[src/hdl/pss_defines.svh]
// Timing counts and field positions for the power state sequencer.
// Assumes a 200 MHz core clock; included by bare name.
// Operation
// Power-down pin low forces off state, retention disabled, all state cleared.
// Retention sleep powers only the real-time clock domain; recovery memory kept.
// Light sleep keeps only the real-time clock running; oscillator held off.
// Any wakeup event from a sleep state enters the wakeup state; from retention sleep the code takes only timer and external-pin events.
// Wakeup enables oscillator then PLLs, then advances to on.
// On state delivers the fast clock only to blocks enabled in clock control.
// Blocks gate finer; processor clock stops on its wait-idle instruction.
// Every wake-up loads code from external flash before application runs.
// Rising power-down pin passes through wakeup before on.
// Retention sleep exits only on timer or external wakeup, via wakeup state.
`ifndef PSS_DEFINES_SVH
`define PSS_DEFINES_SVH

// ----------------------------------------------------------------------------
// Clock and timing
// ----------------------------------------------------------------------------
`define PSS_CLK_MHZ          200
`define PSS_XO_SETTLE_NS     1000
`define PSS_PLL_LOCK_NS      500
`define PSS_XO_CYCLES        ((`PSS_XO_SETTLE_NS * `PSS_CLK_MHZ + 999) / 1000)
`define PSS_PLL_CYCLES       ((`PSS_PLL_LOCK_NS * `PSS_CLK_MHZ + 999) / 1000)
`define PSS_CNT_W            12

// ----------------------------------------------------------------------------
// Wakeup source bit positions and block count
// ----------------------------------------------------------------------------
`define PSS_WK_MAC           0
`define PSS_WK_HOST          1
`define PSS_WK_RTC           2
`define PSS_WK_EXT           3
`define PSS_NBLK             8

`endif

[src/hdl/pss_pkg.sv]
// Types for the power state sequencer.
// Assumes pss_defines.svh is on the include path.
`include "pss_defines.svh"
package pss_pkg;
    typedef enum logic [2:0] {
        PSS_OFF,
        PSS_DEEP,
        PSS_LIGHT,
        PSS_WAKE,
        PSS_ON
    } pss_state_t;

    typedef enum logic [1:0] {
        PSS_W_XO,
        PSS_W_PLL,
        PSS_W_LOAD,
        PSS_W_DONE
    } pss_wphase_t;

    typedef struct packed {
        logic xo_en;
        logic pll_en;
        logic rtc_en;
        logic main_pwr_en;
        logic retain_mem;
    } pss_pwr_t;

    typedef struct packed {
        logic mac;
        logic host;
        logic rtc;
        logic ext;
    } pss_wake_t;
endpackage

[src/hdl/pss_sync.sv]
// Two-flop synchroniser bank for pin-side inputs.
// Assumes inputs are asynchronous to clk_i.
`timescale 1ns/1ps
module pss_sync #(
    parameter int W = 1
) (
    // Clock and reset
    input  wire logic         clk_i,
    input  wire logic         srst_i,
    // Data
    input  wire logic [W-1:0] d_i,
    output logic      [W-1:0] q_o
);
    logic [W-1:0] s1_q;
    logic [W-1:0] s1_d;
    logic [W-1:0] s2_q;
    logic [W-1:0] s2_d;

    always_comb begin
        s1_d = d_i;
        s2_d = s1_q;
    end

    always_ff @(posedge clk_i) begin
        if (srst_i) begin
            s1_q <= '0;
            s2_q <= '0;
        end else begin
            s1_q <= s1_d;
            s2_q <= s2_d;
        end
    end

    assign q_o = s2_q;
endmodule

[src/hdl/pss_top.sv]
// Chip power state sequencer: off, retention sleep, light sleep, wakeup, on.
// Assumes an external flash loader that answers load_start_o with load_done_i,
// and an oscillator/PLL pair whose settle times are bounded by the constants.
// Assumes every input other than the two pins is launched from clk_i.
`timescale 1ns/1ps
`include "pss_defines.svh"
module pss_top #(
    parameter int XO_CYCLES  = `PSS_XO_CYCLES,
    parameter int PLL_CYCLES = `PSS_PLL_CYCLES
) (
    // Clock and reset
    input  wire logic                 clk_i,
    input  wire logic                 srst_i,
    // Pins
    input  wire logic                 chip_power_down_pin_n_i,
    input  wire logic                 ext_wake_i,
    // On-chip wake sources
    input  wire logic                 mac_wake_i,
    input  wire logic                 host_wake_i,
    input  wire logic                 rtc_timer_wake_i,
    // Sleep requests from firmware
    input  wire logic                 deep_sleep_req_i,
    input  wire logic                 light_sleep_req_i,
    // Clock control
    input  wire logic [`PSS_NBLK-1:0] clk_ctrl_en_i,
    input  wire logic                 cpu_wait_idle_instruction_i,
    input  wire logic                 cpu_irq_i,
    // Flash loader
    output logic                      load_start_o,
    input  wire logic                 load_done_i,
    // Power and clock controls
    output pss_pkg::pss_pwr_t         pwr_o,
    output logic [`PSS_NBLK-1:0]      blk_clk_en_o,
    output logic                      cpu_clk_en_o,
    output logic                      app_run_o,
    output pss_pkg::pss_state_t       state_o
);
    // ------------------------------------------------------------------------
    // Pin synchronisation
    // ------------------------------------------------------------------------
    // Both pins are asynchronous, so the two-flop delay adds to the power-up and external-pin wake latencies.
    logic [1:0] pin_s;
    logic       pd_n;
    logic       ext_w;

    pss_sync #(.W(2)) u_sync (
        .clk_i  (clk_i),
        .srst_i (srst_i),
        .d_i    ({chip_power_down_pin_n_i, ext_wake_i}),
        .q_o    (pin_s)
    );
    assign pd_n  = pin_s[1];
    assign ext_w = pin_s[0];

    // Wake sources are gathered into one word so the decode below reads in one place.
    pss_pkg::pss_wake_t wk;
    always_comb begin
        wk.mac  = mac_wake_i;
        wk.host = host_wake_i;
        wk.rtc  = rtc_timer_wake_i;
        wk.ext  = ext_w;
    end

    // ------------------------------------------------------------------------
    // Wake event decode
    // ------------------------------------------------------------------------
    // Retention sleep has the MAC and host powered down, so only the timer and
    // the external pin may end it.
    logic wake_light;
    logic wake_deep;
    assign wake_light = wk.mac || wk.host || wk.rtc || wk.ext;
    assign wake_deep  = wk.rtc || wk.ext;

    // ------------------------------------------------------------------------
    // State machine
    // ------------------------------------------------------------------------
    pss_pkg::pss_state_t  st_q;
    pss_pkg::pss_state_t  st_d;
    pss_pkg::pss_wphase_t ph_q;
    pss_pkg::pss_wphase_t ph_d;
    // One counter serves both settle phases because they never overlap.
    logic [`PSS_CNT_W-1:0] cnt_q;
    logic [`PSS_CNT_W-1:0] cnt_d;
    logic                  ld_q;
    logic                  ld_d;
    logic                  cpu_gate_q;
    logic                  cpu_gate_d;

    always_comb begin
        st_d       = st_q;
        ph_d       = ph_q;
        cnt_d      = cnt_q;
        ld_d       = 1'b0;
        cpu_gate_d = cpu_gate_q;
        case (st_q)
            pss_pkg::PSS_OFF: begin
                if (pd_n) begin
                    st_d  = pss_pkg::PSS_WAKE;
                    ph_d  = pss_pkg::PSS_W_XO;
                    cnt_d = '0;
                end
            end
            pss_pkg::PSS_DEEP: begin
                if (wake_deep) begin
                    st_d  = pss_pkg::PSS_WAKE;
                    ph_d  = pss_pkg::PSS_W_XO;
                    cnt_d = '0;
                end
            end
            pss_pkg::PSS_LIGHT: begin
                if (wake_light) begin
                    st_d  = pss_pkg::PSS_WAKE;
                    ph_d  = pss_pkg::PSS_W_XO;
                    cnt_d = '0;
                end
            end
            pss_pkg::PSS_WAKE: begin
                case (ph_q)
                    pss_pkg::PSS_W_XO: begin
                        // The settle times are fixed counts; a crystal that needs longer
                        // than XO_CYCLES to start is not detected here.
                        cnt_d = cnt_q + 1'b1;
                        if (cnt_q == `PSS_CNT_W'(XO_CYCLES - 1)) begin
                            ph_d  = pss_pkg::PSS_W_PLL;
                            cnt_d = '0;
                        end
                    end
                    pss_pkg::PSS_W_PLL: begin
                        cnt_d = cnt_q + 1'b1;
                        if (cnt_q == `PSS_CNT_W'(PLL_CYCLES - 1)) begin
                            ph_d = pss_pkg::PSS_W_LOAD;
                            ld_d = 1'b1;
                        end
                    end
                    pss_pkg::PSS_W_LOAD: begin
                        // The loader is started only once the PLLs have settled.
                        if (load_done_i) begin
                            ph_d = pss_pkg::PSS_W_DONE;
                        end
                    end
                    pss_pkg::PSS_W_DONE: begin
                        // One spare cycle lets the loader let go of memory first.
                        st_d       = pss_pkg::PSS_ON;
                        cpu_gate_d = 1'b0;
                    end
                    default: ph_d = pss_pkg::PSS_W_XO;
                endcase
            end
            pss_pkg::PSS_ON: begin
                // Wait-idle stops the processor clock until an interrupt arrives.
                if (cpu_irq_i) begin
                    cpu_gate_d = 1'b0;
                end else if (cpu_wait_idle_instruction_i) begin
                    cpu_gate_d = 1'b1;
                end
                // A deep request wins when both sleep requests arrive together.
                if (deep_sleep_req_i) begin
                    st_d = pss_pkg::PSS_DEEP;
                end else if (light_sleep_req_i) begin
                    st_d = pss_pkg::PSS_LIGHT;
                end
            end
            default: st_d = pss_pkg::PSS_OFF;
        endcase
        // The pin is applied last so that it overrides every branch above.
        if (!pd_n) begin
            st_d       = pss_pkg::PSS_OFF;
            ph_d       = pss_pkg::PSS_W_XO;
            cnt_d      = '0;
            ld_d       = 1'b0;
            cpu_gate_d = 1'b0;
        end
    end

    // All sequencer state clears on the synchronous reset, as it does for the pin.
    always_ff @(posedge clk_i) begin
        if (srst_i) begin
            st_q       <= pss_pkg::PSS_OFF;
            ph_q       <= pss_pkg::PSS_W_XO;
            cnt_q      <= '0;
            ld_q       <= 1'b0;
            cpu_gate_q <= 1'b0;
        end else begin
            st_q       <= st_d;
            ph_q       <= ph_d;
            cnt_q      <= cnt_d;
            ld_q       <= ld_d;
            cpu_gate_q <= cpu_gate_d;
        end
    end

    // ------------------------------------------------------------------------
    // Power and clock outputs
    // ------------------------------------------------------------------------
    // Outputs other than the block enables, which also pass clk_ctrl_en_i straight through, are decoded from registered state only.
    logic in_wake;
    assign in_wake = (st_q == pss_pkg::PSS_WAKE);

    always_comb begin
        // Recovery memory and the timer stay powered in both sleep states; only
        // the off state removes them.
        pwr_o.rtc_en      = (st_q != pss_pkg::PSS_OFF);
        pwr_o.retain_mem  = (st_q != pss_pkg::PSS_OFF);
        pwr_o.main_pwr_en = (st_q != pss_pkg::PSS_OFF) &&
                            (st_q != pss_pkg::PSS_DEEP);
        // Light sleep keeps main power up and stops the oscillator and PLLs, trading
        // some standby current for wakes from the MAC and host as well.
        pwr_o.xo_en       = (st_q == pss_pkg::PSS_ON) || in_wake;
        pwr_o.pll_en      = (st_q == pss_pkg::PSS_ON) ||
                            (in_wake && (ph_q != pss_pkg::PSS_W_XO));
    end

    // Block enables follow the clock control word with no delay while on.
    genvar gi;
    generate
        for (gi = 0; gi < `PSS_NBLK; gi++) begin : g_blk
            assign blk_clk_en_o[gi] = (st_q == pss_pkg::PSS_ON) && clk_ctrl_en_i[gi];
        end
    endgenerate

    assign cpu_clk_en_o = (st_q == pss_pkg::PSS_ON) && !cpu_gate_q;
    assign app_run_o    = (st_q == pss_pkg::PSS_ON);
    assign load_start_o = ld_q;
    assign state_o      = st_q;
endmodule

[config.mk]
export PLATFORM = sky130hd
export DESIGN_NAME = pss_top
export DESIGN_NICKNAME = d
export VERILOG_FILES = /design/src/hdl/pss_pkg.sv /design/src/hdl/pss_sync.sv /design/src/hdl/pss_top.sv
export VERILOG_INCLUDE_DIRS = /design/src /design/src/hdl
export SDC_FILE = /design/constraint.sdc
export NUM_CORES = 1
export LEC_CHECK = 0
export BUFFER_PORTS_ARGS = -buffer_cell sky130_fd_sc_hd__buf_2
export CORE_UTILIZATION = 40
export DETAILED_ROUTE_END_ITERATION = 6
export GPL_TIMING_DRIVEN = 0
export PLACE_DENSITY = 0.63
export SETUP_SLACK_MARGIN = 0.5
export SYNTH_ARGS = -nofsm -noshare
export SYNTH_HDL_FRONTEND = slang
export SYNTH_SLANG_ARGS = --single-unit
export TNS_END_PERCENT = 30
[constraint.sdc]
create_clock -name clk_i -period 2.1 [get_ports clk_i]
set_clock_uncertainty 0.15 [all_clocks]
set_input_delay 0.21 -clock clk_i [delete_from_list [all_inputs] [get_ports clk_i]]
set_output_delay 0.21 -clock clk_i [all_outputs]
set_load 0.005 [all_outputs]
After elaboration in Yosys (flattened, before gate mapping):

Index checks and enable logic that the tools add are counted.

* flip-flop bits (word level): 23

* reductions and logical operators: 30
* equality and inequality tests: 20
* muxes and demuxes: 23
* bitwise operators: 3
* add/subtract/negate cells: 1

Operator list (count)
* case mux 12 bit (4 select lines): 1
* two-way mux 12 bit: 3
* case mux 12 bit (2 select lines): 1
* two-way mux 3 bit: 5
* inequality test 3 bit, second input constant: 5
* case mux 3 bit (5 select lines): 1
* adder 12 x 1 -> 12 bit, second input constant: 1
* == test 12 x 7 -> 1 bit, second input constant: 1
* == test 12 x 8 -> 1 bit, second input constant: 1
* logical AND 1 bit: 11
* two-way mux 2 bit: 5
* case mux 2 bit (4 select lines): 1
* AND reduction 4 bit: 2
* AND reduction 7 bit: 1
* == test 3 x 2 -> 1 bit, second input constant: 2
* logical OR 1 bit: 6
* inequality test 3 x 1 -> 1 bit, second input constant: 2
* case mux 2 bit (3 select lines): 1
* == test 2 bit, second input constant: 2
* two-way mux 1 bit: 4
* inequality test 2 bit, second input constant: 2
* inequality test 4 x 1 -> 1 bit, second input constant: 1
* nonzero test 2 bit: 2
* nonzero test 4 bit: 1
* 13 further kinds: 15

Longest topological paths before layout:

Gate-level depths: netlist (run 1).

* word-level depth: 5
* depth in mapped cells: 8
* depth with buffers taken out: 7

Cells and area by module:

A second synthesis (run 1) with hierarchy kept.

* cell total of the unflattened synthesis: 167
* area, all modules: 1415.1 um^2

Modules (own cells, without submodules)
* pss_top: cells an instance 159, area each 1310.0 um^2, instances 1
* pss_sync: cells an instance 8, area each 105.1 um^2, instances 1

Least setup slack after synthesis (run 1):

Ideal clock, no wire load.

* kind: register to register
* start: register ph_q[1]
* end: register cnt_q[2]
* path slack: 0.247 ns
* data arrival time: 1.585 ns
* buffers on the path: 1
* library setup time: 0.117 ns
* stages on the path, launching flop included: 7
* required time: 1.833 ns
* cell sequence: dfxtp_1 -> inv_1 -> ha_1 -> clkbuf_1 -> o31ai_2 -> nor2_2 -> a32o_1

* longest elaborated chain between the ends: 3
* elaborated cells on any way between the ends: 6
* those cells by class: eq/ne (2); mux (2); reduce/logical (2)

RTL lines
* from (decl): RTL line pss_top.sv:79 `pss_pkg::pss_wphase_t ph_q;`
* from (signal assigned): RTL line pss_top.sv:179 `ph_q <= pss_pkg::PSS_W_XO;`
* from (signal assigned): RTL line pss_top.sv:185 `ph_q <= ph_d;`
* == test 2 x 1 -> 1 bit / logical NOT 2 bit (equally long branches): RTL line pss_top.sv:118 `case (ph_q)`
* case mux 12 bit (2 select lines) / inequality test 3 x 1 -> 1 bit (equally long branches)
* case mux 12 bit (4 select lines) / AND reduction 4 bit (equally long branches)
* to (signal assigned): RTL line pss_top.sv:186 `cnt_q <= cnt_d;`
* to (decl): RTL line pss_top.sv:82 `` logic [`PSS_CNT_W-1:0] cnt_q; ``

Parallel ways exist; a longest one is shown, timed or not.
A chain may end at the register's enable or synchronous reset.

Worst setup path after layout (run 1):

* start: register st_q[1] (netlist: state_o[1])
* end: output port cpu_clk_en_o

* longest elaborated chain between the ends: 2

RTL lines
* from (decl): RTL line pss_top.sv:77 `pss_pkg::pss_state_t st_q;`
* from (signal assigned): RTL line pss_top.sv:178 `st_q <= pss_pkg::PSS_OFF;`
* from (signal assigned): RTL line pss_top.sv:184 `st_q <= st_d;`
* == test 3 bit: RTL line pss_top.sv:221 `assign cpu_clk_en_o = (st_q == pss_pkg::PSS_ON) && !cpu_gate_q;`
* logical AND 1 bit: RTL line pss_top.sv:221
* to (decl): RTL line pss_top.sv:34 `output logic cpu_clk_en_o,`

No other way between the ends.

==> results.md, run 1 <==
- Hold WS: 0.0315 ns
- Cell family with most CP delay: simple AND/OR/NAND/NOR gates
- ANT cells: 0
- IO Count: 39
- Psw: 174 uW
- Worst path cell trace: buf_6 > or3b_4 > buf_4 > nor2_1 > buf_2
- Max VDD drop: 0.296 mV
- Slowest cell on the critical path: or3b_4
- YS warnings: 0
- Peak Freq: 515 MHz
- Seq pwr share: 0.606
- Clk sinks: 23
- Pre-Repair DR Iteration Count: 4
- Post-Route WL: 4.08 mm
- Crit path capture type: output pin
- Critical Path Start Type: register
- Leakage: 0.921 nW
- Hold WC Path Type: primary input to register
- Detail Placement HPWL: 2.55 mm
- Die height: 62.3 um
- Critical path type: register to output pin
- Register area share after synthesis: 0.316
- Antenna violations before repair: 0
- Measured slew at the worst slew-check pin: 0.596 ns
- Post-route setup TNS: 0 ns
- Internal Power: 553 uW
- Total placed instance area: 1740 um2
- Design area: 2110 um2
- Total track usage: 0.194
- Pwr Density: 344 nW/um2
- Async SR Flop Fraction: 0
- Clock network fraction of design power: 0.297
- Post-Syn Instances: 173
- Die area: 3880 um2
- Final period util: 0.925
- WP data arrival: 1.58 ns
- Vias in the first global route: 1,401
- DRC: 0
- CTS Buf Count: 3
- H-tree depth: 1
- Share of cells above drive strength 1: 0.427
- CTS tree: done
- RSZ-0062 raised after global routing: true
- Fillcell total: 310
- Antenna viol nets, final: 0
- Max-cap violations: 0
- Status: finished clean
- Max Slew Vio Count: 0
- Routed vias: 1,616
- Crit path max fanout: 9
- Synth Net Count: 199
- Largest net degree at the start of global routing: 13
- Buf/Inv on CP: 3
- DR iter-0 viols: 83
- Area Growth Syn to Fin: 45.2%
- CTS root buffer: clkbuf_4
- Std-Cell Rows: 21
- Clock Latency Late Sink: 0.32 ns
- Final Hold Vio Count: 0
- Req. time, crit path: 1.74 ns
- Tmin final: 1.94 ns
- First-pass GRT wire length: 6.16 mm
- Library cells used by synthesis: 48
- Vias per std cell: 5.50
- Max incr delay on CP: 0.45 ns
- Worst-path clk slew: 0.13 ns
- GPL Wtd Cong: 0.813
- Avg Cell Area, Syn: 8.41 um2
- Number of flops mapped to enable cells by yosys: 0
- GRT overflow: 0
- IO buf count: 38
- Die width: 62.3 um
- Sw Share: 0.240
- Gate power share: 0.097
- DR WL/cell: 13.9 um
- NumNets Final: 275
- Relative slew slack: 0.603
- Number of synthesized register bits: 23
- Core ar.: 3420 um2
- Most used DFF post-synth: dfxtp_1
- Mapped cell area: 1460 um2
- Clock Tree Buf Depth: 2
- Final setup fails: 0
- Initial Util: 0.426
[kinds of logic (layout without fill, tap and decap cells)]
family                   Yosys count  in the layout  synth area share
AO/OA/AOI/OAI                     43             44             0.224
buffers and inverters             13             86            0.0576
multiplexers                       2              2            0.0155
adder cells (fa/ha/maj)            6              6            0.0516
AND/OR/NAND/NOR                   86             87             0.335
flip-flops                        23             23             0.316
[final cells by class]
type / count / area [um2] / share of cell area
Buffer: 7 / 68.8 / 0.0326
Clock buffer: 4 / 26.3 / 0.0124
Inverter: 6 / 25.0 / 0.0118
Multi-Input combinational cell: 139 / 1010 / 0.478
Sequential cell: 23 / 475 / 0.225
Tap cell: 46 / 57.6 / 0.0272
Timing Repair Buffer: 68 / 442 / 0.209
Timing Repair inverter: 1 / 7.51 / 0.00355
[layer usage]
metal / part of all wire / vias to the layer above / track usage
met5: 0 / - / 0
met4: 0.0064 / 0 / 0.0523
met3: 0.065 / 5 / 0.0368
met2: 0.50 / 63 / 0.326
met1: 0.43 / 761 / 0.253
li1: - / 787 / -
[per-stage QoR]
stage	util	setup WS, ns	total power, mW	instances
floorplan	-	0.338	0.479	173
global placement	0.510	0.162	0.507	257
detailed placement	0.510	0.140	0.508	257
CTS	0.557	0.150	0.728	276
global route	0.619	0.00855	0.755	294
finish	0.619	0.157	0.727	294
[synth_stat cells, types with 2 or more instances]
master	instances	share of area
or3_2	2	0.010
ha_1	6	0.052
nor4_1	4	0.017
o21a_1	2	0.010
nor2_1	12	0.031
buf_6	2	0.015
inv_1	5	0.013
nor2b_1	8	0.034
a21oi_1	7	0.024
o31a_2	2	0.014
o2bb2ai_1	2	0.012
and3_1	4	0.017
o32ai_1	2	0.012
mux2_2	2	0.015
and2_1	10	0.043
nor3_1	8	0.028
nand2_1	15	0.039
nor3b_1	2	0.010
a32o_1	7	0.048
o21ai_0	12	0.041
nand3_1	4	0.014
dfxtp_1	23	0.32
clkbuf_1	3	0.0077
nand4_1	5	0.021
[worst min-delay path: stages]
cell     delay (ns)
buf_2          0.08
nor2_1         0.05
nand2_1        0.06
a31oi_1        0.07
[layout by cell type (no fill, tap or decap), types with 2 or more instances in the layout]
master         netlist  routed
nor4_1               4       3
o32ai_2              0       2
and2_1              10      10
clkbuf_4             0       3
nor3b_1              2       2
a32o_1               7       7
ha_2                 0       2
o21ai_0             12       8
o21a_1               2       2
nor2b_1              8       8
o2bb2ai_1            2       2
buf_2                0      38
nand3_1              4       4
mux2_2               2       2
and3_1               4       4
nor2_4               0       2
nor2_1              12      11
dfxtp_2              0       6
clkbuf_1             3       3
o31a_2               2       2
a21oi_1              7       6
ha_1                 6       4
nand4_1              5       5
dfxtp_4              0       2
dlygate4sd3_1        0       6
inv_1                5       5
o21ai_1              0       4
buf_6                2       6
buf_4                1      22
nor3_1               8       7
nand2_1             15      15
dfxtp_1             23      15
[power groups by stage]
stage	clock network [mW]	registers (mW)	logic (mW)
finish	0.216	0.441	0.0708
global route	0.235	0.442	0.0776
CTS	0.219	0.443	0.0664
detailed placement	0	0.453	0.0555
global placement	0	0.453	0.0548
floorplan	0	0.452	0.0266
[sequential cells by signal, summed over array words and instances (netlist names)]
name / cells
state_o: 3
u_sync.s1_q: 2
cpu_gate_q: 1
load_start_o: 1
cnt_q: 12
ph_q: 2
u_sync.q_o: 2
[final timing paths]
kind                                       to           start  depth (start not counted)  slack, ns
worst min register to register  u_sync.q_o[0]  u_sync.s1_q[0]                          1       0.31
worst min-delay path               cpu_gate_q       cpu_irq_i                          4       0.03
worst max register to register      cnt_q[10]      state_o[1]                          7       0.16
worst max-delay path             cpu_clk_en_o      state_o[1]                          5       0.16
[timing repair]
item | CTS | global route
hold endpoints to repair | 5 | 0
resized for setup | 4 | 25
pin swaps | 2 | 9
endpoints found under the setup margin | 32 | 34
setup buffers | 8 | 16
cloned | 1 | 2
hold buffers | 6 | 0
Power figures use the tool's default switching activity.
==> inputs of run 2 (changes only) <==
CTS_BUF_LIST = sky130_fd_sc_hd__clkbuf_4 sky130_fd_sc_hd__clkbuf_8 sky130_fd_sc_hd__clkbuf_16   (was default)
==> results.md, run 2 (synthesis gave the netlist of run 1 again) <==
- Initial Util: 0.426
- Crit path capture type: register
- Critical Path Start Type: register
- Detail Placement HPWL: 2.55 mm
- WP data arrival: 2.05 ns
- Max incr delay on CP: 0.40 ns
- Fillcell total: 294
- Cell family with most CP delay: compound AO/OA/AOI/OAI gates
- Post-route setup TNS: 0 ns
- Antenna viol nets, final: 0
- H-tree depth: 1
- Reg-to-reg startpoint: cnt_q[1]
- Hold_sp: cpu_irq_i
- CTS Buf Count: 3
- DR WL/cell: 14.8 um
- Setup slack after layout: 0.123 ns
- Clock Latency Late Sink: 0.32 ns
- Relative slew slack: 0.574
- Critical path type: register to register
- NumNets Final: 281
- Pwr Total: 744 uW
- Antenna violations before repair: 0
- Max VDD drop: 0.301 mV
- Slowest cell on the critical path: dfxtp_2
- IO buf count: 38
- Largest net degree at the start of global routing: 13
- Worst setup path start: cnt_q[1]
- CTS tree: done
- Status: finished clean
- CTS root buffer: clkbuf_4
- Final setup fails: 0
- Most common cell after layout, fill and taps aside: buf_2
- Area Growth Syn to Fin: 54.0%
- Vias per std cell: 5.54
- Clock Tree Buf Depth: 2
- FF/Latch Area: 480 um2
- RSZ-0062 raised after global routing: true
- Max-cap violations: 0
- Hold WC Path Type: primary input to register
- First-pass GRT wire length: 6.18 mm
- Die area: 3880 um2
- Largest Register: cnt_q
- Clk sinks: 23
- Share of cells above drive strength 1: 0.484
- Std-Cell Rows: 21
- GPL Wtd Cong: 0.813
- Pre-Repair DR Iteration Count: 4
- GRT overflow: 0
- Pwr Density: 332 nW/um2
- Die height: 62.3 um
- Vias in the first global route: 1,390
- DRC: 0
- Tmin final: 1.98 ns
- Routed vias: 1,663
- Crit path max fanout: 5
- Core ar.: 3420 um2
- Post-Route WL: 4.45 mm
- Worst-path clk slew: 0.13 ns
- Total track usage: 0.195
- Die width: 62.3 um
- Req. time, crit path: 2.17 ns
- Worst path cell trace: ha_4 > nor2b_1 > nand4_1 > buf_6 > o21a_1 > a21o_4 > a32o_1
- Pre-CTS setup slack: 0.140 ns
- Commonest cells after routing, fill and taps aside: buf_2 (37), buf_4 (25), nand2_1 (15)
- ANT cells: 0
- Peak Freq: 506 MHz
- IO Count: 39
- Final Hold Vio Count: 0
- Leakage: 0.968 nW
- Buf/Inv on CP: 1
- Final period util: 0.941
- Number of flip-flops in the largest register: 12
- DR iter-0 viols: 91
- Area taken by multi-input logic gates: 1060 um2
- Max Slew Vio Count: 0
- Measured slew at the worst slew-check pin: 0.639 ns
-- run 2: where the power goes --
part | internal, mW | switching (mW) | leakage, nW | total (mW)
registers | 0.437 | 0.00249 | 0.192 | 0.440
logic | 0.0441 | 0.0334 | 0.758 | 0.0775
clock network | 0.0873 | 0.139 | 0.0184 | 0.227
total | 0.568 | 0.175 | 0.968 | 0.744
-- run 2: worst paths after layout --
kind | slack, ns | cells past startpoint | to
worst max-delay path | 0.12 | 7 | cnt_q[4]
worst min-delay path | 0.03 | 4 | cpu_gate_q
worst max register to register | 0.12 | 7 | cnt_q[4]
worst min register to register | 0.31 | 1 | u_sync.q_o[0]
-- run 2: worst reg2reg max path, cell delays in order, from the launching register on --
cell and delay, ns:
dfxtp_2 0.40, ha_4 0.14, nor2b_1 0.15, nand4_1 0.14
buf_6 0.17, o21a_1 0.29, a21o_4 0.24, a32o_1 0.20
-- run 2: final cells by class --
class	count	share of cell area
clock buffer	4	0.0134
multi-input combinational	139	0.472
buffer	7	0.0307
timing repair buffer	74	0.229
timing repair inverter	1	0.00335
inverter	6	0.0112
sequential	23	0.214
tap	46	0.0257
-- run 2: repair_timing --
item	4_1_cts	5_1_grt
hold endpoints to repair	5	0
cloned	1	3
endpoints found under the setup margin	32	34
buffers inserted	8	21
pin swaps	2	19
hold buffers	6	0
resized for setup	6	40
-- run 2: layer usage --
layer	GRT usage	part of all wire
met1	0.254	0.44
met2	0.327	0.49
met3	0.0368	0.050
met4	0.0523	0.017
met5	0	0
-- run 2: stage by stage --
step / hold slack (ns) / area, um2 / utilization / cells
after floorplan: 0.132 / 1490 / - / 173
after global placement: 0.269 / 1740 / 0.510 / 257
after detailed placement: 0.278 / 1740 / 0.510 / 257
after CTS: 0.0246 / 1930 / 0.564 / 276
after global routing: 0.0530 / 2240 / 0.656 / 300
final: 0.0273 / 2240 / 0.656 / 300
==> inputs of run 3 (changes only) <==
PLACE_DENSITY = 0.64   (was 0.63)
SYNTH_HIERARCHICAL = 1   (was default)
==> results.md, run 3 <==
- Max-cap violations: 0
- Number of synthesized register bits: 23
- Pre-Repair DR Iteration Count: 4
- Tmin final: 1.99 ns
- IO Count: 39
- Largest net degree at the start of global routing: 13
- Clock Tree Buf Depth: 2
- Post-synth top cells: dfxtp_1 (23), and2_1 (13), inv_1 (11)
- NumNets Final: 258
- Worst-path clk slew: 0.14 ns
- Cell family with most CP delay: simple AND/OR/NAND/NOR gates
- Critical path type: register to output pin
- Slowest cell on the critical path: or3_4
- Number of flip-flops in the largest register: 12
- Vias in the first global route: 1,353
- Antenna violations before repair: 0
- Die width: 61.5 um
- RSZ-0062 raised after global routing: true
- Leakage: 0.969 nW
- CTS root buffer: clkbuf_4
- Number of flops mapped to enable cells by yosys: 0
- Worst path cell trace: buf_6 > inv_6 > or3_4 > inv_4 > buf_8 > and2_4 > buf_6
- Post-Route WL: 3.96 mm
- Crit path max fanout: 5
- Detail Placement HPWL: 2.56 mm
- Core ar.: 3360 um2
- Commonest cells after routing, fill and taps aside: buf_2 (30), buf_4 (16), dfxtp_1 (16)
- H-tree depth: 1
- Synth area leader: dfxtp_1
- CTS tree: done
- First-pass GRT wire length: 5.78 mm
- FF/Latch Area: 474 um2
- Post-synthesis mux area share: 0.00707
- Total track usage: 0.207
- Compound-Gate Fraction of Synth Area: 0.240
- Crit path capture type: output pin
- Die area: 3780 um2
- Adder-cell share of the synthesized area: 0.0531
- Largest Register: cnt_q
- CTS Buf Count: 3
- Post-Synth Simple-Gate Area: 0.313
- Clk sinks: 23
- GPL Wtd Cong: 0.805
- Crit path top cell by count: buf_6
- Mapped cell area: 1420 um2
- Post-Syn Instances: 167
- Peak Freq: 502 MHz
- Pwr Density: 341 nW/um2
- DRC: 0
- Antenna viol nets, final: 0
- Routed vias: 1,516
- Register area share after synthesis: 0.325
- Area taken by multi-input logic gates: 1050 um2
- Max VDD drop: 0.300 mV
- Post-Route Utilization: 0.648
- WP data arrival: 1.63 ns
- Final Hold Vio Count: 0
- Critical Path Start Type: register
- Std-Cell Rows: 21
- Hold WC Path Type: primary input to register
- Placed cells: 251
- ANT cells: 0
- Status: finished clean
- GRT overflow: 0
- Req. time, crit path: 1.74 ns
- Share of cells above drive strength 1: 0.455
- IO buf count: 38
- Yosys top cell area share: 0.325
- Max Slew Vio Count: 0
- Most common cell after layout, fill and taps aside: buf_2
- DR iter-0 viols: 58
- Final period util: 0.948
- DR WL/cell: 14.3 um
- Area Growth Syn to Fin: 53.9%
- Relative slew slack: 0.610
- Async SR Flop Fraction: 0
- Post-route setup TNS: 0 ns
- Final setup fails: 0
- Synth Net Count: 193
- Met3 usage: 0.0273
- Synth top area cells: dfxtp_1 (33%), and2_1 (5.7%), ha_1 (5.3%)
- Vias per std cell: 5.47
- Largest family of logic cells by synthesized area: simple AND/OR/NAND/NOR gates
- Most frequent cell after synthesis: dfxtp_1
- Die height: 61.5 um
- YS warnings: 6
- Met2 Track Usage GR: 0.393
- Met1 usage: 0.237
- Count of non-filler cells in the finished layout: 277
- Buf/Inv on CP: 5
- Max incr delay on CP: 0.39 ns
- Grt peak-use layer: met2
- Fillcell total: 295
- Initial Util: 0.421
- Clock Latency Late Sink: 0.32 ns
- Library cells used by synthesis: 45
- Avg Cell Area, Syn: 8.47 um2
- Most used DFF post-synth: dfxtp_1
- Measured slew at the worst slew-check pin: 0.585 ns
- XOR/XNOR share of the synthesized area: 0
-- run 3: cell types whose count changed after synthesis, moves of 3 or more --
| cell | previous run | this run |
|---|---|---|
| a32o_1 | 7 | 0 |
| a32oi_1 | 0 | 8 |
| and2_1 | 10 | 13 |
| and3_1 | 4 | 9 |
| inv_1 | 5 | 11 |
| nand2_1 | 15 | 5 |
| nand3_1 | 4 | 10 |
| nor2_1 | 12 | 7 |
| nor3_1 | 8 | 3 |
| nor4_1 | 4 | 1 |
| o21ai_0 | 12 | 2 |
| o31ai_1 | 0 | 5 |
| o41ai_1 | 0 | 4 |
| or3_1 | 0 | 5 |
-- run 3: path summary, 6_finish.rpt --
check | from | endpoint | slack [ns] | depth (start not counted)
worst min-delay path | cpu_irq_i | cpu_gate_q | 0.03 | 4
worst max register to register | cnt_q[0] | cnt_q[6] | 0.18 | 6
worst min register to register | u_sync/s1_q[0] | u_sync/q_o[0] | 0.30 | 1
worst max-delay path | state_o[2] | blk_clk_en_o[4] | 0.11 | 7
-- run 3: tightest hold or removal path: stages --
cell and delay (ns):
buf_2 0.08, nor3_1 0.04, a21oi_1 0.10, nor2_1 0.04
-- run 3: power by group --
part	total [mW]	internal, mW	switching (mW)
registers	0.440	0.438	0.00154
clock network	0.234	0.0873	0.147
logic	0.0691	0.0377	0.0314
total	0.743	0.563	0.179
-- run 3: metrics by stage --
stage	power (mW)	hold slack (ns)	setup WS, ns	cell area (um2)
final	0.743	0.0312	0.110	2180
after global routing	0.774	0.0517	0.0339	2180
after CTS	0.742	0.0239	0.131	2010
after detailed placement	0.505	0.276	0.160	1810
after global placement	0.504	0.270	0.197	1810
after floorplan	0.478	0.132	0.342	1560
-- run 3: per-layer routing --
metal | share of wire | routed length [um] | vias up
li1 | - | - | 755
met1 | 0.43 | 1710 | 713
met2 | 0.52 | 2050 | 44
met3 | 0.043 | 171 | 4
met4 | 0.0078 | 31 | 0
met5 | 0 | 0 | -
-- run 3: repair_timing --
item | 4_1_cts | 5_1_grt
endpoints found under the hold margin | 4 | 0
endpoints found under the setup margin | 32 | 33
resized for setup | 18 | 20
pin swaps | 8 | 8
cloned | 1 | 1
buffers inserted | 8 | 7
hold buffers | 5 | 0
-- run 3: logic make-up after synthesis --
| family | Yosys count |
|---|---|
| simple gates | 74 |
| compound gates | 43 |
| flops | 23 |
| buf+inv | 20 |
| fa+ha+maj | 6 |
| mux | 1 |
-- run 3: cell type report --
cell class | count | share of cell area
clock buffer | 4 | 0.0138
tap | 46 | 0.0264
sequential | 23 | 0.218
timing repair buffer | 60 | 0.203
inverter | 11 | 0.0224
multi-input combinational | 124 | 0.481
buffer | 9 | 0.0356
